[src/tcs_pkg.sv]
// Constants, field layout and state types of the charger temperature and
// status logic. Assumes a 25 MHz core clock.
// Summary of operation
// - Hot or cold battery: suspend charge, pause timers
// - Cool region: halve the fast-charge current target
// - Warm region: lower regulation voltage by 140 mV
// - Thermistor disabled: treat battery as normal temperature
// - Die overheat: stop charge, mid, system, aux outputs
// - Die overheat: clear safety timer, watchdog keeps running
// - Restart charge only below shutdown minus hysteresis
// - Status outputs idle until valid start-up
// - Default: power good low above lockout level
// - Mirror select: power good follows push button
// - Indicator: one pulse per minute when input low
// - Indicator: two pulses per minute when input high
// - Indicator mode: power good not a steady level
// - Interrupt enabled: interrupt low while charging
// - Interrupt disabled: no charging status shown
// - Charge done or disabled: interrupt released
// - Each fault: one 128 us interrupt pulse
// - Same status for first charge and recharge
`default_nettype none
package tcs_pkg;

	localparam int unsigned CLK_HZ = 25_000_000;
	localparam int unsigned PULSE_US = 128;
	localparam int unsigned PULSE_CYC = PULSE_US * (CLK_HZ / 1_000_000);
	localparam int unsigned PERIOD_S = 60;
	localparam int unsigned PERIOD_CYC = PERIOD_S * CLK_HZ;
	localparam int PULSE_W = 12;
	localparam logic [11:0] PULSE_LEN = 12'(PULSE_CYC);
	localparam logic [7:0] VREG_DROP_MV = 8'h8c;

	// Register map
	localparam logic [7:0] CTRL_OFS = 8'h00;
	localparam logic [7:0] STATUS_OFS = 8'h04;
	localparam int CTRL_INT_EN = 0;
	localparam int CTRL_MIRROR = 1;
	localparam int CTRL_VIND = 2;
	localparam int CTRL_DPM = 3;
	localparam logic [3:0] CTRL_RST = 4'h1;

	// Indicator burst requests
	localparam logic [1:0] BURST_NONE = 2'h0;
	localparam logic [1:0] BURST_ONE = 2'h1;
	localparam logic [1:0] BURST_TWO = 2'h2;

	// Synchroniser bit positions
	localparam int IN_COLD = 0;
	localparam int IN_COOL = 1;
	localparam int IN_WARM = 2;
	localparam int IN_HOT = 3;
	localparam int IN_THERMISTOR_DISABLE_LEVEL = 4;
	localparam int IN_DIE_HOT = 5;
	localparam int IN_DIE_OK = 6;
	localparam int IN_UVLO = 7;
	localparam int IN_SLEEP = 8;
	localparam int IN_DROOP = 9;
	localparam int IN_ABOVE_BAT = 10;
	localparam int IN_BELOW_OVP = 11;
	localparam int IN_BUTTON_N = 12;
	localparam int SYNC_N = 13;
	localparam logic [12:0] SYNC_RST = 13'h1000;

	typedef enum logic [1:0] {
		RG_NORMAL = 2'h0,
		RG_COOL = 2'h1,
		RG_WARM = 2'h3,
		RG_SUSPEND = 2'h2
	} tcs_region_t;

	typedef enum logic [1:0] {
		BU_IDLE = 2'h0,
		BU_LOW1 = 2'h1,
		BU_GAP = 2'h3,
		BU_LOW2 = 2'h2
	} tcs_burst_t;

	typedef enum logic {
		TH_RUN = 1'h0,
		TH_SHUT = 1'h1
	} tcs_therm_t;

endpackage
`default_nettype wire

[src/tcs_link_if.sv]
// Signals shared between the status core, the region decoder and the
// indicator burst generator. All on the core clock.
`timescale 1ns/1ps
`default_nettype none
interface tcs_link_if;
	logic cold;
	logic cool;
	logic warm;
	logic hot;
	logic ts_off;
	tcs_pkg::tcs_region_t region;
	logic [1:0] burst_req;
	logic burst_low;
	modport region_mp(input cold, cool, warm, hot, ts_off, output region);
	modport burst_mp(input burst_req, output burst_low);
	modport core_mp(output cold, cool, warm, hot, ts_off, burst_req,
		input region, burst_low);
endinterface
`default_nettype wire

[src/tcs_burst.sv]
// Indicator burst generator: one or two low pulses each period. A change of
// request restarts the period and starts a fresh burst on the next cycle.
`timescale 1ns/1ps
`default_nettype none
module tcs_burst #(
	parameter int unsigned MINUTE_CYC = tcs_pkg::PERIOD_CYC
) (
	input wire logic clk_i,
	input wire logic rst_n_i,
	tcs_link_if.burst_mp lk_io
);
	import tcs_pkg::*;

	localparam logic [31:0] LAST = 32'(MINUTE_CYC - 1);

	tcs_burst_t state_reg;
	tcs_burst_t state_next;
	logic [1:0] req_reg;
	logic [31:0] per_reg;
	logic [11:0] wid_reg;
	logic low_reg;
	logic [11:0] low_len;
	logic change;
	logic expire;
	logic wid_end;

	assign change = lk_io.burst_req != req_reg;
	assign expire = per_reg == LAST;
	assign wid_end = wid_reg == PULSE_LEN - 12'h001;

	always_ff @(posedge clk_i or negedge rst_n_i) begin
		if (!rst_n_i) begin
			per_reg <= 32'h0;
			req_reg <= BURST_NONE;
		end else begin
			req_reg <= lk_io.burst_req;
			if (change || expire) begin
				per_reg <= change ? LAST : 32'h0;
			end else begin
				per_reg <= per_reg + 32'h1;
			end
		end
	end

	always_comb begin
		state_next = state_reg;
		case (state_reg)
			BU_IDLE: begin
				if (expire && req_reg != BURST_NONE) begin
					state_next = BU_LOW1;
				end
			end
			BU_LOW1: begin
				if (wid_end) begin
					state_next = (req_reg == BURST_TWO) ? BU_GAP : BU_IDLE;
				end
			end
			BU_GAP: begin
				if (wid_end) begin
					state_next = BU_LOW2;
				end
			end
			BU_LOW2: begin
				if (wid_end) begin
					state_next = BU_IDLE;
				end
			end
			default: begin
				state_next = BU_IDLE;
			end
		endcase
		if (change) begin
			state_next = BU_IDLE;
		end
	end

	always_ff @(posedge clk_i or negedge rst_n_i) begin
		if (!rst_n_i) begin
			state_reg <= BU_IDLE;
			wid_reg <= 12'h0;
			low_reg <= 1'b0;
		end else begin
			state_reg <= state_next;
			wid_reg <= (state_next != state_reg) ? 12'h0 : wid_reg + 12'h1;
			low_reg <= state_next == BU_LOW1 || state_next == BU_LOW2;
		end
	end

	always_ff @(posedge clk_i or negedge rst_n_i) begin
		if (!rst_n_i) begin
			low_len <= 12'h0;
		end else begin
			low_len <= low_reg ? low_len + 12'h1 : 12'h0;
		end
	end

	assign lk_io.burst_low = low_reg;

	chk_pulse_width: assert property (@(posedge clk_i) disable iff (!rst_n_i)
		$fell(low_reg) && !$past(change) |-> low_len == PULSE_LEN)
		else $error("indicator pulse width wrong");

endmodule
`default_nettype wire

[src/tcs_core.sv]
// Charger temperature and status core: thermistor regions, die thermal
// shutdown, open-drain power-good and interrupt pins, APB registers.
// Assumes comparator bits arrive asynchronously and the charger core
// signals (start-up, charging, faults, host mode) share clock_i.
`timescale 1ns/1ps
`default_nettype none
module tcs_core #(
	parameter int unsigned MINUTE_CYC = tcs_pkg::PERIOD_CYC
) (
	input wire logic clock_i,
	input wire logic arst_n_i,
	input wire logic psel_i,
	input wire logic penable_i,
	input wire logic pwrite_i,
	input wire logic [7:0] paddr_i,
	input wire logic [31:0] pwdata_i,
	output logic [31:0] prdata_o,
	output logic pready_o,
	output logic pslverr_o,
	input wire logic colder_than_cold_i,
	input wire logic cooler_than_cool_i,
	input wire logic warmer_than_warm_i,
	input wire logic hotter_than_hot_i,
	input wire logic ts_above_thermistor_disable_level_i,
	input wire logic die_above_shutdown_i,
	input wire logic die_below_hysteresis_i,
	input wire logic vin_above_input_lockout_level_i,
	input wire logic vin_below_input_sleep_level_i,
	input wire logic vin_below_input_droop_limit_level_i,
	input wire logic vin_above_bat_margin_i,
	input wire logic vin_below_ovp_i,
	input wire logic push_button_input_n_i,
	input wire logic startup_done_i,
	input wire logic startup_fault_i,
	input wire logic charging_i,
	input wire logic fault_event_i,
	input wire logic host_mode_i,
	output logic charge_enable_o,
	output logic charge_timers_pause_o,
	output logic half_current_o,
	output logic [7:0] vreg_offset_mv_o,
	output logic mid_rail_output_en_o,
	output logic sys_output_en_o,
	output logic aux_switch_regulator_output_en_o,
	output logic safety_timer_clear_o,
	output logic watchdog_run_o,
	output logic charge_restart_o,
	output logic power_good_output_o,
	output logic power_good_output_oe_o,
	output logic int_o,
	output logic int_oe_o
);
	import tcs_pkg::*;

	logic rst_sync1;
	logic rst_n;
	logic [SYNC_N-1:0] async_vec;
	logic [SYNC_N-1:0] sync1;
	logic [SYNC_N-1:0] s;
	logic valid_reg;
	logic start_fault_reg;
	tcs_therm_t therm_reg;
	tcs_therm_t therm_next;
	logic [3:0] ctrl_reg;
	logic [11:0] fault_cnt;
	logic [1:0] burst_req;
	logic pg_oe_next;
	logic int_oe_next;
	logic access;
	logic hit_ctrl;
	logic hit_stat;
	logic [31:0] status_word;

	tcs_link_if lk ();

	// Reset is released through two flops so all logic leaves reset together
	always_ff @(posedge clock_i or negedge arst_n_i) begin
		if (!arst_n_i) begin
			rst_sync1 <= 1'b0;
			rst_n <= 1'b0;
		end else begin
			rst_sync1 <= 1'b1;
			rst_n <= rst_sync1;
		end
	end

	assign async_vec = {
		push_button_input_n_i,
		vin_below_ovp_i,
		vin_above_bat_margin_i,
		vin_below_input_droop_limit_level_i,
		vin_below_input_sleep_level_i,
		vin_above_input_lockout_level_i,
		die_below_hysteresis_i,
		die_above_shutdown_i,
		ts_above_thermistor_disable_level_i,
		hotter_than_hot_i,
		warmer_than_warm_i,
		cooler_than_cool_i,
		colder_than_cold_i
	};

	genvar gi;
	generate
		for (gi = 0; gi < SYNC_N; gi++) begin : g_sync
			always_ff @(posedge clock_i or negedge rst_n) begin
				if (!rst_n) begin
					sync1[gi] <= SYNC_RST[gi];
					s[gi] <= SYNC_RST[gi];
				end else begin
					sync1[gi] <= async_vec[gi];
					s[gi] <= sync1[gi];
				end
			end
		end
	endgenerate

	assign lk.cold = s[IN_COLD];
	assign lk.cool = s[IN_COOL];
	assign lk.warm = s[IN_WARM];
	assign lk.hot = s[IN_HOT];
	assign lk.ts_off = s[IN_THERMISTOR_DISABLE_LEVEL];
	assign lk.burst_req = burst_req;

	tcs_region u_region (
		.clk_i(clock_i),
		.rst_n_i(rst_n),
		.lk_io(lk.region_mp)
	);

	tcs_burst #(
		.MINUTE_CYC(MINUTE_CYC)
	) u_burst (
		.clk_i(clock_i),
		.rst_n_i(rst_n),
		.lk_io(lk.burst_mp)
	);

	always_ff @(posedge clock_i or negedge rst_n) begin
		if (!rst_n) begin
			valid_reg <= 1'b0;
			start_fault_reg <= 1'b0;
		end else if (startup_done_i && !valid_reg && !start_fault_reg) begin
			valid_reg <= !startup_fault_i;
			start_fault_reg <= startup_fault_i;
		end
	end

	always_comb begin
		therm_next = therm_reg;
		case (therm_reg)
			TH_RUN: begin
				if (s[IN_DIE_HOT]) begin
					therm_next = TH_SHUT;
				end
			end
			TH_SHUT: begin
				if (s[IN_DIE_OK] && !s[IN_DIE_HOT]) begin
					therm_next = TH_RUN;
				end
			end
			default: begin
				therm_next = TH_RUN;
			end
		endcase
	end

	always_ff @(posedge clock_i or negedge rst_n) begin
		if (!rst_n) begin
			therm_reg <= TH_RUN;
			charge_restart_o <= 1'b0;
		end else begin
			therm_reg <= therm_next;
			charge_restart_o <= therm_reg == TH_SHUT && therm_next == TH_RUN;
		end
	end

	// die overheat kills charge and rails
	always_ff @(posedge clock_i or negedge rst_n) begin
		if (!rst_n) begin
			charge_enable_o <= 1'b0;
			mid_rail_output_en_o <= 1'b1;
			sys_output_en_o <= 1'b1;
			aux_switch_regulator_output_en_o <= 1'b1;
		end else begin
			charge_enable_o <= therm_reg == TH_RUN && lk.region != RG_SUSPEND;
			mid_rail_output_en_o <= therm_reg == TH_RUN;
			sys_output_en_o <= therm_reg == TH_RUN;
			aux_switch_regulator_output_en_o <= therm_reg == TH_RUN;
		end
	end

	always_ff @(posedge clock_i or negedge rst_n) begin
		if (!rst_n) begin
			safety_timer_clear_o <= 1'b0;
			watchdog_run_o <= 1'b0;
		end else begin
			safety_timer_clear_o <= therm_reg == TH_SHUT;
			watchdog_run_o <= host_mode_i;
		end
	end

	always_ff @(posedge clock_i or negedge rst_n) begin
		if (!rst_n) begin
			charge_timers_pause_o <= 1'b0;
			half_current_o <= 1'b0;
			vreg_offset_mv_o <= 8'h00;
		end else begin
			charge_timers_pause_o <= lk.region == RG_SUSPEND;
			half_current_o <= lk.region == RG_COOL;
			vreg_offset_mv_o <= (lk.region == RG_WARM) ? VREG_DROP_MV : 8'h00;
		end
	end

	always_comb begin
		burst_req = BURST_NONE;
		if (ctrl_reg[CTRL_VIND]) begin
			if (s[IN_SLEEP] || (ctrl_reg[CTRL_DPM] && s[IN_DROOP])) begin
				burst_req = BURST_ONE;
			end else if (s[IN_ABOVE_BAT] && s[IN_BELOW_OVP]) begin
				burst_req = BURST_TWO;
			end
		end
	end

	always_comb begin
		pg_oe_next = 1'b0;
		if (!valid_reg) begin
			pg_oe_next = 1'b0;
		end else if (ctrl_reg[CTRL_MIRROR]) begin
			pg_oe_next = !s[IN_BUTTON_N];
		end else if (ctrl_reg[CTRL_VIND]) begin
			pg_oe_next = lk.burst_low;
		end else begin
			pg_oe_next = s[IN_UVLO];
		end
	end

	// one fault pulse; a new fault restarts it
	always_ff @(posedge clock_i or negedge rst_n) begin
		if (!rst_n) begin
			fault_cnt <= 12'h0;
		end else if (fault_event_i && valid_reg) begin
			fault_cnt <= PULSE_LEN;
		end else if (fault_cnt != 12'h0) begin
			fault_cnt <= fault_cnt - 12'h1;
		end
	end

	assign int_oe_next = valid_reg &&
		((ctrl_reg[CTRL_INT_EN] && charging_i) || fault_cnt != 12'h0);

	always_ff @(posedge clock_i or negedge rst_n) begin
		if (!rst_n) begin
			power_good_output_oe_o <= 1'b0;
			int_oe_o <= 1'b0;
			power_good_output_o <= 1'b0;
			int_o <= 1'b0;
		end else begin
			power_good_output_oe_o <= pg_oe_next;
			int_oe_o <= int_oe_next;
			power_good_output_o <= 1'b0;
			int_o <= 1'b0;
		end
	end

	// APB slave: one wait state, answer from flops
	assign access = psel_i && penable_i && pready_o;
	assign hit_ctrl = paddr_i == CTRL_OFS;
	assign hit_stat = paddr_i == STATUS_OFS;
	assign status_word = {20'h0, int_oe_o, power_good_output_oe_o,
		start_fault_reg, valid_reg, therm_reg == TH_SHUT, charging_i,
		lk.region, ctrl_reg};

	always_ff @(posedge clock_i or negedge rst_n) begin
		if (!rst_n) begin
			pready_o <= 1'b0;
			pslverr_o <= 1'b0;
			prdata_o <= 32'h0;
		end else if (psel_i && penable_i && !pready_o) begin
			pready_o <= 1'b1;
			pslverr_o <= !(hit_ctrl || hit_stat);
			if (pwrite_i) begin
				prdata_o <= 32'h0;
			end else if (hit_ctrl) begin
				prdata_o <= {28'h0, ctrl_reg};
			end else if (hit_stat) begin
				prdata_o <= status_word;
			end else begin
				prdata_o <= 32'h0;
			end
		end else begin
			pready_o <= 1'b0;
			pslverr_o <= 1'b0;
		end
	end

	always_ff @(posedge clock_i or negedge rst_n) begin
		if (!rst_n) begin
			ctrl_reg <= CTRL_RST;
		end else if (access && pwrite_i && hit_ctrl) begin
			ctrl_reg <= pwdata_i[3:0];
		end
	end

	chk_shut_rails_off: assert property (@(posedge clock_i) disable iff (!rst_n)
		therm_reg == TH_SHUT |=> !charge_enable_o && !mid_rail_output_en_o
		&& !sys_output_en_o && !aux_switch_regulator_output_en_o)
		else $error("rails or charge on during die shutdown");

	chk_safety_clear: assert property (@(posedge clock_i) disable iff (!rst_n)
		therm_reg == TH_SHUT |=> safety_timer_clear_o
		&& watchdog_run_o == $past(host_mode_i))
		else $error("safety timer not held or watchdog stopped");

	chk_shut_hold: assert property (@(posedge clock_i) disable iff (!rst_n)
		therm_reg == TH_SHUT && !s[IN_DIE_OK] ##1 !charge_restart_o
		|-> therm_reg == TH_SHUT)
		else $error("charge resumed above hysteresis point");

	chk_invalid_quiet: assert property (@(posedge clock_i) disable iff (!rst_n)
		!valid_reg |=> !int_oe_o && !power_good_output_oe_o)
		else $error("status pins active before valid start-up");

	chk_pg_default: assert property (@(posedge clock_i) disable iff (!rst_n)
		valid_reg && !ctrl_reg[CTRL_MIRROR] && !ctrl_reg[CTRL_VIND]
		|=> power_good_output_oe_o == $past(s[IN_UVLO]))
		else $error("power good does not follow lockout");

	chk_pg_mirror: assert property (@(posedge clock_i) disable iff (!rst_n)
		valid_reg && ctrl_reg[CTRL_MIRROR]
		|=> power_good_output_oe_o == !$past(s[IN_BUTTON_N]))
		else $error("power good does not mirror button");

	chk_int_charging: assert property (@(posedge clock_i) disable iff (!rst_n)
		valid_reg && ctrl_reg[CTRL_INT_EN] && charging_i |=> int_oe_o && !int_o)
		else $error("interrupt not low while charging");

	chk_int_disabled: assert property (@(posedge clock_i) disable iff (!rst_n)
		!ctrl_reg[CTRL_INT_EN] && fault_cnt == 12'h0 && !fault_event_i
		|=> !int_oe_o)
		else $error("charging shown with interrupt disabled");

	chk_fault_pulse: assert property (@(posedge clock_i) disable iff (!rst_n)
		valid_reg && fault_event_i ##1 !fault_event_i[*2]
		|-> fault_cnt == PULSE_LEN - 12'h1 && int_oe_o)
		else $error("fault pulse not started");

endmodule
`default_nettype wire

[src/tcs_region.sv]
// Battery temperature region decoder. Expects comparator bits that are
// already synchronised to the core clock.
`timescale 1ns/1ps
`default_nettype none
module tcs_region (
	input wire logic clk_i,
	input wire logic rst_n_i,
	tcs_link_if.region_mp lk_io
);
	import tcs_pkg::*;

	tcs_region_t region_reg;
	tcs_region_t region_next;

	always_comb begin
		region_next = RG_NORMAL;
		if (lk_io.ts_off) begin
			region_next = RG_NORMAL;
		end else if (lk_io.hot || lk_io.cold) begin
			region_next = RG_SUSPEND;
		end else if (lk_io.cool) begin
			region_next = RG_COOL;
		end else if (lk_io.warm) begin
			region_next = RG_WARM;
		end
	end

	always_ff @(posedge clk_i or negedge rst_n_i) begin
		if (!rst_n_i) begin
			region_reg <= RG_NORMAL;
		end else begin
			region_reg <= region_next;
		end
	end

	assign lk_io.region = region_reg;

	chk_off_is_normal: assert property (@(posedge clk_i) disable iff (!rst_n_i)
		lk_io.ts_off |=> region_reg == RG_NORMAL)
		else $error("disabled thermistor did not read normal");

	chk_hot_suspends: assert property (@(posedge clk_i) disable iff (!rst_n_i)
		!lk_io.ts_off && (lk_io.hot || lk_io.cold) |=> region_reg == RG_SUSPEND)
		else $error("hot or cold battery did not suspend");

	chk_cool_halves: assert property (@(posedge clk_i) disable iff (!rst_n_i)
		!lk_io.ts_off && !lk_io.hot && !lk_io.cold && lk_io.cool
		|=> region_reg == RG_COOL)
		else $error("cool battery not in cool region");

endmodule
`default_nettype wire

[config.mk]
export PLATFORM = sky130hd
export DESIGN_NAME = tcs_core
export DESIGN_NICKNAME = d
export VERILOG_FILES = /design/src/tcs_pkg.sv /design/src/tcs_link_if.sv /design/src/tcs_burst.sv /design/src/tcs_core.sv /design/src/tcs_region.sv
export SDC_FILE = /design/constraint.sdc
export NUM_CORES = 1
export LEC_CHECK = 0
export BUFFER_PORTS_ARGS = -buffer_cell sky130_fd_sc_hd__buf_4
export CAP_MARGIN = 20
export CORE_AREA = 2 2 107 109
export DETAILED_ROUTE_END_ITERATION = 8
export DIE_AREA = 0 0 109 111
export GPL_ROUTABILITY_DRIVEN = 0
export PLACE_DENSITY = 0.79
export SLEW_MARGIN = 15
export SYNTH_ARGS = -nofsm -noshare
export SYNTH_HDL_FRONTEND = slang
export SYNTH_SLANG_ARGS = --single-unit
[constraint.sdc]
create_clock -name clock_i -period 5.66 [get_ports clock_i]
set_clock_uncertainty 0.1 [all_clocks]
set_input_delay 1.698 -clock clock_i [delete_from_list [all_inputs] [get_ports clock_i]]
set_output_delay 1.698 -clock clock_i [all_outputs]
set_load 0.02 [all_outputs]
======== Yosys cells after proc, flatten, opt, wreduce, memory -nomap -nowiden ========
Index checks and enable logic that the tools add are counted.
word-level totals
  register bits ........................... 149
  input port bits ......................... 63
  output and inout port bits .............. 55
  word-level logic and storage cells ...... 137
cells by class
  add/sub/neg operators ................... 3
  equal/unequal tests ..................... 15
  muxes and demuxes ....................... 31
  bitwise gates (word level) .............. 2
  reduce and logical (&&, ||, !) cells .... 34
operator list
  cell                                                                  number
  32-bit two-way mux                                                    3
  12-bit two-way mux                                                    4
  32-bit by 1-bit adder with 32-bit output, second input constant       1
  32-bit by 31-bit == test with 1-bit output, second input constant     1
  31-bit two-way mux                                                    1
  2-bit two-way mux                                                     13
  1-bit logical AND                                                     16
  12-bit by 1-bit adder with 12-bit output, second input constant       1
  12-bit == test, second input constant                                 1
  2-bit == test, second input constant                                  6
  12-bit nonzero test                                                   1
  12-bit by 1-bit subtractor with 12-bit output, second input constant  1
  8-bit by 3-bit == test with 1-bit output, second input constant       1
  8-bit zero test                                                       1
  8-bit two-way mux                                                     1
  2-bit one-hot mux with 4 select lines                                 1
  1-bit zero test                                                       7
  1-bit two-way mux                                                     7
  2-bit by 1-bit == test with 1-bit output, second input constant       3
  1-bit logical OR                                                      6
  2-bit inequality test                                                 2
  2-bit nonzero test                                                    2
  2-bit zero test                                                       1
  2-bit inequality test, second input constant                          1
  2 further kinds                                                       3

======== Longest topological paths before layout ========
Gate-level depths: netlist of run 1.
  depth after elaboration ................. 8
  mapped depth ............................ 8
  mapped depth without buffers ............ 7

======== Cells and area by module ========
From an unflattened synthesis of run 1, not the netlist that was laid out.
second synthesis, totals
  cell total of the unflattened synthesis .. 484
  area total of the unflattened synthesis .. 5403.9 µm²
by module, submodules not included
  module      times used  cells an instance  area an instance (µm²)  sequential area each (µm²)
  tcs_core    1           212                2793.9                  1781.7
  tcs_burst   1           265                2528.7                  1226.2
  tcs_region  1           7                  81.3                    50.0

======== Worst setup path after synthesis of run 1 ========
Ideal clock, no wire load.
  path type ............................... input to register
  from .................................... input port paddr_i[3]
  to ...................................... register ctrl_reg[1]
  library setup time ...................... 0.125 ns
  arrival time ............................ 3.309 ns
  data required time ...................... 5.435 ns
  setup slack ............................. 2.126 ns
  stages on the path ...................... 4
  path buffers ............................ 0
  cell sequence ........................... or4_1 -> or4_1 -> nor3_2 -> mux2_2
on the way
  word-level cells in the longest chain between the ends .. 2
ends and longest elaborated chain
  element                 RTL line         RTL
  start: declaration      tcs_core.sv:15   input wire logic [7:0] paddr_i,
  8-bit zero test         tcs_core.sv:269  assign hit_ctrl = paddr_i == CTRL_OFS;
  1-bit logical AND       tcs_core.sv:301  end else if (access && pwrite_i && hit_ctrl) begin
  end signal: assignment  tcs_core.sv:302  ctrl_reg <= pwdata_i[3:0];
  end: declaration        tcs_core.sv:64   logic [3:0] ctrl_reg;
Every way passes these cells.
A chain may end at the register's enable or synchronous reset.

======== Worst setup path after layout of run 1 ========
  from .................................... input port paddr_i[3]
  to ...................................... register prdata_o[8]
on the way
  word-level cells in the longest chain between the ends .. 4
  elaborated cells on any way between the ends .. 5
  those cells by class .................... eq/ne (1); mux (3); reduce/logical (1)
ends and longest elaborated chain
  element                                   RTL line         RTL
  8-bit by 3-bit == test with 1-bit output  tcs_core.sv:270  assign hit_stat = paddr_i == STATUS_OFS;
  12-bit two-way mux                        tcs_core.sv:287  end else if (hit_stat) begin
  32-bit two-way mux (*)                    tcs_core.sv:285  end else if (hit_ctrl) begin
  32-bit two-way mux (*)                    tcs_core.sv:283  if (pwrite_i) begin
  end signal: assignment                    tcs_core.sv:286  prdata_o <= {28'h0, ctrl_reg};
  end signal: assignment                    tcs_core.sv:288  prdata_o <= status_word;
  end: declaration                          tcs_core.sv:17   output logic [31:0] prdata_o,
Mark *: on every way between the ends. The rest lies on a longest branch, timed or not.

==> results of run 1 <==
==> per-layer routing <==
layer	global-route usage [%]	up-vias
met3	7.23	22
met5	0	-
li1	-	1768
met4	8.38	0
met2	30.2	121
met1	24.4	1894
==> cells in the final DEF, fill, tap and decap left out, drive strengths merged, types with 17 or more instances in the layout <==
cell | synthesis | layout
dfrtp | 118 | 118
nor2 | 24 | 24
nor3 | 24 | 24
buf | 36 | 64
xor2 | 18 | 18
nand2 | 28 | 28
inv | 12 | 17
conb | 2 | 28
clkbuf | 9 | 18
o21ai | 18 | 18
nand3 | 22 | 22
==> report_power, final <==
| group | leakage, nW | switching (W) | internal [W] | total [W] |
|---|---|---|---|---|
| registers | 1.47 | 0.000149 | 0.00101 | 0.00116 |
| logic | 1.12 | 0.000352 | 0.000269 | 0.000621 |
| clock network | 0.280 | 0.000413 | 0.000623 | 0.00104 |
| total | 2.87 | 0.000914 | 0.00190 | 0.00281 |
==> Yosys cell counts (2+ instances only) <==
| library cell | instances |
|---|---|
| dfrtp_1 | 118 |
| buf_4 | 31 |
| nand2_1 | 28 |
| nor2_1 | 24 |
| nand3_1 | 22 |
| nor3_1 | 22 |
| o21ai_0 | 18 |
| xor2_1 | 18 |
| xnor2_1 | 15 |
| nand4_1 | 14 |
| a21oi_1 | 12 |
| a22o_1 | 12 |
| and3_1 | 12 |
| inv_1 | 12 |
| clkbuf_1 | 9 |
| or3_1 | 9 |
| and4_1 | 8 |
| or4_1 | 7 |
| and2_1 | 6 |
| or2_2 | 6 |
| mux2_2 | 5 |
| nand3b_1 | 5 |
| nor2b_1 | 5 |
| nor4_1 | 5 |
| dfstp_2 | 4 |
| o211ai_1 | 4 |
| o31ai_1 | 4 |
| ha_1 | 3 |
| nand2b_1 | 3 |
| a311o_1 | 2 |
| buf_1 | 2 |
| buf_2 | 2 |
| conb_1 | 2 |
| nor3_2 | 2 |
| nor3b_1 | 2 |
| nor4b_1 | 2 |
| o21bai_1 | 2 |
| o2bb2ai_1 | 2 |
==> through the flow <==
stage	worst slack [ns]	total power, W
4_1_cts	2.23	0.00283
6_report	2.19	0.00281
5_1_grt	2.13	0.00297
3_5_place_dp	1.82	0.00178
3_3_place_gp	1.89	0.00174
2_1_floorplan	1.92	0.00164
==> cell type report <==
cell class,instances,area [sq um]
fillers,888,4700
flip-flops and latches,122,3060
multi-input cells,325,2040
repair buffers,64,480
clock buffers,18,439
well taps,143,179
clock inverters,14,136
inverters,12,45.0
==> path summary, 6_finish.rpt <==
kind	from	endpoint	slack, ns	depth (start not counted)
hold reg to reg	rst_n$_DFF_PN0_	u_burst.per_reg[26]$_DFF_PN0_	0.22	0
setup reg to reg	u_burst.per_reg[0]$_DFF_PN0_	u_burst.per_reg[16]$_DFF_PN0_	2.93	6
max in group asynchronous	rst_n$_DFF_PN0_	u_burst.per_reg[21]$_DFF_PN0_	3.90	1
setup / recovery	paddr_i[3]	prdata_o[8]$_DFFE_PN0P_	2.19	6
min in group clock_i	sync1[0]$_DFF_PN0_	lk.cold$_DFF_PN0_	0.25	0
hold / removal	rst_n$_DFF_PN0_	u_burst.per_reg[26]$_DFF_PN0_	0.22	0
==> critical path: cells and delay by family <==
| family | cells | cell delay [ns] |
|---|---|---|
| buf+inv | 1 | 0.10 |
| compound gates | 1 | 0.19 |
| simple gates | 4 | 1.73 |
==> cells by family (layout without fill, tap and decap cells) <==
logic type               after synthesis  count (layout)  share of synthesized area (%)
buffers and inverters                 57             108                           6.38
multiplexers                           6               6                           1.24
adder cells (fa/ha/maj)                3               3                          0.703
XOR/XNOR                              33              33                           5.42
AO/OA/AOI/OAI                         66              66                           8.63
other                                  2              28                          0.141
flip-flops                           122             122                           57.3
AND/OR/NAND/NOR                      189             189                           20.2
==> results.tsv, run 1 <==
metric	value	unit
outcome	finished, final reports clean	
cp_slowest_cell	or4_1	
die-area	12100	sq um
slew_violations	0	
fp.dieW	109	um
synth_area_per_cell	11.2	sq um
drc	0	
critPathKind	in2reg	
std_cell_rows	39	
hpwl	7190	um
cp.required	5.91	ns
clk_pin_slew	0.06	ns
cts_setup_buffers	0	
cts_root_buffer	clkbuf_16	
fin_nets	608	
crit_fanout	8	
cp-end-kind	register	
min_period_over_period	61.2	%
synth_edf_count	0	
finalSetupViolCount	0	
synth_top_area_share	55.3	%
post_cts_resized	0	
area_delta_synth_final	19.5	%
met2_length	5520	um
grt_overflow	0	
ant_nets	0	
via_per_inst	5.45	
drt_iter0_drc	191	
fp.coreArea	11100	sq um
route.top_layer_used	met4	
finalCriticalPeriod	3.47	ns
dpl.cell_count	666	
clock_latency	0.42	ns
fin_area	6380	sq um
postSynthCellCount	478	
io_pins	118	
path_cells	buf_4 -> or4_1 -> or4_1 -> nor3_2 -> and2_1 -> a22o_1	
grt_pass1_vias	3853	
io_buffers	62	
diodes	0	
netlist_area	5340	sq um
hold_ws	0.222	ns
powerDensity	441	nW/um^2
synth.area.top_cells	dfrtp_1 55%, buf_4 4.4%, xor2_1 3.0%	
yosysWarnings	0	
slew-limit-headroom	37.4	%
numCtsBuffers	17	
hold_viol	0	
netlist.top_cell.by_area	dfrtp_1	
initial_utilization	48.2	%
hold_path_class	reg2async	
startpoint_type	primary input	
postPlaceCellArea	5800	sq um
antenna_found_initial	0	
finalSetupTns	0	ns
fin_cells	698	
drt-met1-wl	4650	um
yosysUniqueCellTypes	57	
first_pass_iters	4	
fmax	289	MHz
p_leak	2.87	nW
cp_common_cell	or4_1	
cts_buffer_depth	2	
grt_pass1_wl	18300	um
via_count	3805	
vdd_ir_drop_max	0.301	mV
synth_seq_cells	122	
cts_tree	yes	
largest_reg_flops	32	
rsz0062_at_grt	false	
final_layout_size_suffix_gt1_share	21.4	%
ctsHoldBuffers	0	
drv_cap	0	
cts-htree-levels	4	
track_usage	19.5	%
fin_util	57.6	%
die_y	111	um
cts_num_sinks	122	
ys_seq_area_share	57.3	%
arrival	3.72	ns
wl	10900	um
wl_met3	486	um
wl_per_cell	15.6	um
max_stage_delay	0.50	ns
worst_pin_slew	0.939	ns
ys.flop_type	dfrtp_1	
synthArstFlopShare	100	%
grt_max_degree	79	
Note: power is estimated with default switching activity, not from simulation.
==> run 2, diff against run 1 <==
--- a/config.mk
+++ b/config.mk
@@ -5,13 +5,14 @@
 export SDC_FILE = /design/constraint.sdc
 export NUM_CORES = 1
 export LEC_CHECK = 0
+export ABC_AREA = 1
 export BUFFER_PORTS_ARGS = -buffer_cell sky130_fd_sc_hd__buf_4
 export CAP_MARGIN = 20
-export CORE_AREA = 2 2 107 109
+export CORE_AREA = 2 2 110 112
 export DETAILED_ROUTE_END_ITERATION = 8
-export DIE_AREA = 0 0 109 111
+export DIE_AREA = 0 0 112 114
 export GPL_ROUTABILITY_DRIVEN = 0
-export PLACE_DENSITY = 0.79
+export PLACE_DENSITY = 0.82
 export SLEW_MARGIN = 15
 export SYNTH_ARGS = -nofsm -noshare
 export SYNTH_HDL_FRONTEND = slang
==> constraint.sdc (replaced) <==
create_clock -name clock_i -period 3 [get_ports clock_i]
set_clock_uncertainty 0.1 [all_clocks]
set_input_delay 0.9 -clock clock_i [delete_from_list [all_inputs] [get_ports clock_i]]
set_output_delay 0.9 -clock clock_i [all_outputs]
set_load 0.02 [all_outputs]
==> run 2 against run 1 <==
Net effect:
- global-route usage down 0.22 points
- die area grew 5.5%
- largest cell class unchanged
- highest routed layer unchanged
- synthesized cell count rose by 36%
==> results.tsv, run 2 <==
metric	value	unit	change
netlist.top_cell.by_area	dfrtp_1		unchanged
initial_utilization	48.8	%	was 48.2%
via_count	4518		was 3805
final_cell_mix	141 x nand2_1, 117 x dfrtp_1, 73 x nor2_1		was 117 x dfrtp_1, 64 x buf_4, 28 x nand2_1, 28 x conb_1, 24 x nor2_1
synth_area_per_cell	8.83	sq um	was 11.2 sq um
cp_slowest_cell	o21ai_1		was or4_1
power.total	0.00480	W	was 0.00281 W
drt_iter0_drc	420		was 191
drc	0		unchanged
powerDensity	706	nW/um^2	was 441 nW/um^2
numCtsBuffers	17		unchanged
io_buffers	62		unchanged
hold_viol	0		unchanged
io_pins	118		unchanged
std_cell_rows	40		was 39
cp_common_cell	nand2_1		was or4_1
yosysWarnings	0		unchanged
ys_seq_area_share	53.5	%	was 57.3%
drv_cap	0		unchanged
synth_edf_count	0		unchanged
wl_per_cell	13.3	um	was 15.6 um
cts_tree	yes		unchanged
p_leak	3.30	nW	was 2.87 nW
postPlaceCellArea	6240	sq um	was 5800 sq um
nFillCells	980		was 888
wl	11700	um	was 10900 um
outcome	finished, final reports clean		unchanged
startpoint_type	register		was primary input
netlist_area	5720	sq um	was 5340 sq um
rsz0062_at_grt	false		unchanged
ctsHoldBuffers	0		unchanged
arrival	2.29	ns	was 3.72 ns
min_period_over_period	69.9	%	
fp.dieW	112	um	was 109 um
grt_max_degree	85		was 79
ant_nets	0		unchanged
synth_top_area_share	51.6	%	was 55.3%
cts_setup_buffers	0		unchanged
path_cells	ha_1 -> nand2_1 -> nor2_4 -> nand2_4 -> inv_2 -> nand2_1 -> o21ai_1 -> buf_4 -> nor2_1		was buf_4 -> or4_1 -> or4_1 -> nor3_2 -> and2_1 -> a22o_1
slew_violations	0		unchanged
clk_pin_slew	0.05	ns	was 0.06 ns
antenna_found_initial	0		unchanged
cts-htree-levels	4		unchanged
synth_seq_cells	122		unchanged
grt_pass1_vias	4413		was 3853
die_y	114	um	was 111 um
cts_buffer_depth	2		unchanged
fp.coreArea	11700	sq um	was 11100 sq um
post_cts_resized	0		unchanged
synth.most_common_cell	nand2_1		was dfrtp_1
vdd_ir_drop_max	0.528	mV	was 0.301 mV
cts_num_sinks	122		unchanged
via_per_inst	5.13		was 5.45
hold_path_class	in2async		was reg2async
diodes	0		unchanged
first_pass_iters	6		was 4
cp-end-kind	register		unchanged
fin_area	6800	sq um	was 6380 sq um
finalCriticalPeriod	2.10	ns	
area_delta_synth_final	18.8	%	was 19.5%
clock_latency	0.41	ns	was 0.42 ns
ys.flop_type	dfrtp_1		unchanged
grt_overflow	0		unchanged
die-area	12800	sq um	was 12100 sq um
yosys-top-cells-count	141 x nand2_1, 118 x dfrtp_1, 73 x nor2_1, 70 x inv_1, 32 x buf_4		was 118 x dfrtp_1, 31 x buf_4, 28 x nand2_1, 24 x nor2_1
track_usage	19.3	%	was 19.5%
yosysUniqueCellTypes	36		was 57
cp.required	3.20	ns	was 5.91 ns
fin_nets	787		was 608
cts_root_buffer	clkbuf_16		unchanged
finalSetupViolCount	0		unchanged
synthArstFlopShare	100	%	unchanged
max_stage_delay	0.42	ns	was 0.50 ns
synth.area.top_cells	dfrtp_1 52%, nand2_1 9.3%, nor2_1 4.8%		was dfrtp_1 55%, buf_4 4.4%, xor2_1 3.0%
largest_reg_flops	32		unchanged
finalSetupTns	0	ns	unchanged
hpwl	8210	um	was 7190 um
fmax	477	MHz	
critPathKind	reg2reg		was in2reg
final_common_cell	nand2_1		was dfrtp_1
final_layout_size_suffix_gt1_share	18.5	%	was 21.4%
grt_pass1_wl	19600	um	was 18300 um
postSynthCellCount	648		was 478
crit_fanout	8		unchanged
-- run 2: metrics by stage --
| step | setup WS (ns) | hold WS, ns | cells | utilization (%) |
|---|---|---|---|---|
| after floorplan | 0.869 | 0.231 | 674 | - |
| after global placement | 0.682 | 0.205 | 849 | 53.3 |
| after detailed placement | 0.637 | 0.205 | 849 | 53.3 |
| after CTS | 0.911 | 0.149 | 881 | 58.0 |
| after global routing | 0.747 | 0.150 | 881 | 58.0 |
| final | 0.903 | 0.160 | 881 | 58.0 |
-- run 2: cell families after synthesis --
group | after synthesis | synth area share [%]
XOR/XNOR | 34 | 5.21
AND/OR/NAND/NOR | 324 | 25.9
other | 2 | 0.131
buffers and inverters | 113 | 9.69
adder cells (fa/ha/maj) | 3 | 0.656
AO/OA/AOI/OAI | 50 | 4.92
flip-flops | 122 | 53.5
-- run 2: layout make-up --
cell class | instances | area, sq um | area share (%)
repair buffers | 65 | 500 | 7.36
inverters | 76 | 285 | 4.20
well taps | 147 | 184 | 2.71
multi-input cells | 439 | 2210 | 32.4
flip-flops and latches | 122 | 3060 | 45.0
clock inverters | 8 | 98.8 | 1.45
clock buffers | 24 | 462 | 6.79
-- run 2: worst paths after layout --
| kind | start | endpoint | slack [ns] | cells past startpoint |
|---|---|---|---|---|
| setup / recovery | u_burst.per_reg[0]$_DFF_PN0_ | u_burst.per_reg[20]$_DFF_PN0_ | 0.90 | 9 |
| hold / removal | arst_n_i | rst_n$_DFF_PN0_ | 0.16 | 1 |
| setup reg to reg | u_burst.per_reg[0]$_DFF_PN0_ | u_burst.per_reg[20]$_DFF_PN0_ | 0.90 | 9 |
| hold reg to reg | rst_n$_DFF_PN0_ | watchdog_run_o$_DFF_PN0_ | 0.19 | 0 |
| max in group asynchronous | rst_n$_DFF_PN0_ | u_burst.wid_reg[5]$_DFF_PN0_ | 1.80 | 1 |
| min in group clock_i | sync1[8]$_DFF_PN0_ | s[8]$_DFF_PN0_ | 0.25 | 0 |
-- run 2: metal layers --
layer,track usage (%),up-vias,part of all wire [%]
met2,32.7,179,49
li1,-,2150,-
met4,9.11,0,2.8
met1,23.4,2148,42
met3,4.57,41,5.9
met5,0,-,0
-- run 2: worst max-delay path: cells and delay by family, from the launching register on --
kind | cells | cell delay [ns]
flops | 1 | 0.37
simple gates | 5 | 0.53
fa+ha+maj | 1 | 0.21
buf+inv | 2 | 0.34
compound gates | 1 | 0.42
-- run 2: report_power, final --
group	total [W]	internal [W]	switching (W)	leakage, nW
clock	0.00192	0.00124	0.000686	0.268
sequential	0.00198	0.00182	0.000157	1.47
combinational	0.000897	0.000335	0.000561	1.56
==> run 3, diff against run 2 <==
==> constraint.sdc (replaced) <==
create_clock -name clock_i -period 1.9 [get_ports clock_i]
set_clock_uncertainty 0.1 [all_clocks]
set_input_delay 0.57 -clock clock_i [delete_from_list [all_inputs] [get_ports clock_i]]
set_output_delay 0.57 -clock clock_i [all_outputs]
set_load 0.02 [all_outputs]
==> run 3 against run 2 <==
Net effect:
- the flow now finishes with violations (setup timing)
- sequential power rose by 58%
- die area unchanged
- clock-buffer cell count is 4 lower
- cell area grew 6.2%
- clock power is 75% higher
- maximum frequency increased by 10%
- first-iteration DRC count is 4.8% higher
- via count rose by 3.7%
- setup slack got worse by 0.91 ns
- highest routed layer unchanged
==> results.tsv, run 3 (synthesis results as in run 2) <==
metric	value	unit	change
fp.coreArea	11700	sq um	unchanged
drt_iter0_drc	440		was 420
via_count	4686		was 4518
cp_common_cell	nand2_2		was nand2_1
cts_root_buffer	clkbuf_16		unchanged
finalSetupViolCount	2		was 0
via_per_inst	5.14		was 5.13
outcome	finished, violations left		was finished, final reports clean
post-route-worst-setup-slack	-0.00229	ns	was 0.903 ns
final_common_cell	nand2_1		unchanged
rrSetupSlack	-0.002	ns	was 0.90 ns
std_cell_rows	40		unchanged
violations	setup timing		
die_y	114	um	unchanged
clk_pin_slew	0.06	ns	was 0.05 ns
hold_path_class	reg2async		was in2async
reg2reg_depth	13		was 9
diodes	0		unchanged
antenna_found_initial	0		unchanged
critPathKind	reg2reg		unchanged
path_cells	ha_4 -> nand2_4 -> nor2_4 -> nand2_4 -> nor2_4 -> nand3_2 -> nand2_2 -> nand2_2 -> nand2_1 -> nand2_1 -> nand2_2 -> clkbuf_16 -> nor2_2		was ha_1 -> nand2_1 -> nor2_4 -> nand2_4 -> inv_2 -> nand2_1 -> o21ai_1 -> buf_4 -> nor2_1
grt_pass1_vias	4711		was 4413
startpoint_type	register		unchanged
grt_max_degree	54		was 85
min_period_over_period	100	%	was 69.9%
slew-limit-headroom	61.1	%	
critPathBufInv	1		was 2
cp_num_cells	13		was 9
reg2reg_to	u_burst.wid_reg[4]$_DFF_PN0_		was u_burst.per_reg[20]$_DFF_PN0_
wl_per_cell	14.8	um	was 13.3 um
cts_num_sinks	122		unchanged
area_delta_synth_final	26.2	%	was 18.8%
max_stage_delay	0.42	ns	about the same
grt_pass1_wl	21700	um	was 19600 um
cts_buffer_depth	2		unchanged
fin_nets	817		was 787
worst_pin_slew	0.578	ns	
drv_cap	0		unchanged
fin_area	7220	sq um	was 6800 sq um
cts-htree-levels	4		unchanged
numCtsBuffers	17		unchanged
fmax	526	MHz	was 477 MHz
hold_viol	0		unchanged
first_pass_iters	5		was 6
crit_fanout	6		was 8
largest_reg_flops	32		unchanged
slew_violations	0		unchanged
drc	0		unchanged
track_usage	21.6	%	was 19.3%
grt_overflow	0		unchanged
ant_nets	0		unchanged
vdd_ir_drop_max	0.815	mV	was 0.528 mV
cts_tree	yes		unchanged
final_cell_mix	137 x nand2_1, 117 x dfrtp_1, 91 x buf_4		was 141 x nand2_1, 117 x dfrtp_1, 73 x nor2_1
p_leak	3.49	nW	was 3.30 nW
rsz0062_at_grt	true		was false
final_layout_size_suffix_gt1_share	24.3	%	was 18.5%
wl	13500	um	was 11700 um
finalSetupTns	-0.00367	ns	was 0 ns
die-area	12800	sq um	unchanged
postPlaceCellArea	6400	sq um	was 6240 sq um
io_buffers	62		unchanged
powerDensity	1140	nW/um^2	was 706 nW/um^2
endpoint	u_burst.wid_reg[4]$_DFF_PN0_		was u_burst.per_reg[20]$_DFF_PN0_
cp-end-kind	register		unchanged
r2r-start	u_burst.per_reg[1]$_DFF_PN0_		was u_burst.per_reg[0]$_DFF_PN0_
fp.dieW	112	um	unchanged
crit_start	u_burst.per_reg[1]$_DFF_PN0_		was u_burst.per_reg[0]$_DFF_PN0_
hpwl	8640	um	was 8210 um
critPathTopFamily	simple AND/OR/NAND/NOR gates		unchanged
cp_slowest_cell	dfrtp_1		was o21ai_1
cp.required	2.10	ns	was 3.20 ns
io_pins	118		unchanged
arrival	2.11	ns	was 2.29 ns
finalCriticalPeriod	1.90	ns	was 2.10 ns
initial_utilization	48.8	%	unchanged
clock_latency	0.42	ns	was 0.41 ns
## run 3: layout make-up
cell class | instances | area (sq um)
fillers | 935 | 4490
flip-flops and latches | 122 | 3060
multi-input cells | 439 | 2310
repair buffers | 95 | 758
clock buffers | 20 | 457
inverters | 76 | 285
well taps | 147 | 184
clock inverters | 12 | 160
## run 3: timing repair
item | CTS | global route
setup buffers | 0 | 8
pin swaps | 0 | 12
setup endpoints to repair | 1 | 32
endpoints found under the hold margin | 2 | 0
cloned | 0 | 1
gates resized for setup | 1 | 25
hold buffers | 1 | 0
## run 3: worst min path at each step
stage / end / slack (ns) / cells past startpoint
2_1_floorplan: rst_sync1$_DFF_PN0_ / 0.17 / 0
3_3_place_gp: watchdog_run_o$_DFF_PN0_ / 0.007 / 0
3_5_place_dp: watchdog_run_o$_DFF_PN0_ / 0.005 / 0
4_1_cts: watchdog_run_o$_DFF_PN0_ / 0.01 / 0
5_1_grt: watchdog_run_o$_DFF_PN0_ / 0.01 / 0
6_report: watchdog_run_o$_DFF_PN0_ / 0.007 / 0
## run 3: stage by stage
stage / total power [W] / instances / hold slack [ns] / worst slack [ns] / utilization (%)
2_1_floorplan: 0.00426 / 674 / 0.174 / 0.158 / -
3_3_place_gp: 0.00460 / 869 / 0.00703 / 0.0766 / 54.6
3_5_place_dp: 0.00464 / 869 / 0.00542 / 0.0224 / 54.6
4_1_cts: 0.00804 / 902 / 0.0114 / 0.00243 / 60.0
5_1_grt: 0.00860 / 911 / 0.0107 / -0.111 / 61.6
6_report: 0.00822 / 911 / 0.00720 / -0.00229 / 61.6
## run 3: per-layer routing
layer  vias to the layer above  global-route usage, %  wire, um
li1                       2206                      -         -
met1                      2275                   26.2      5540
met2                       171                   36.6      6830
met3                        34                   6.11       804
met4                         0                   8.62       312
met5                         -                      0         0
## run 3: power breakdown
part / switching [W] / internal, W
clock: 0.00121 / 0.00214
combinational: 0.00104 / 0.000716
sequential: 0.000241 / 0.00288
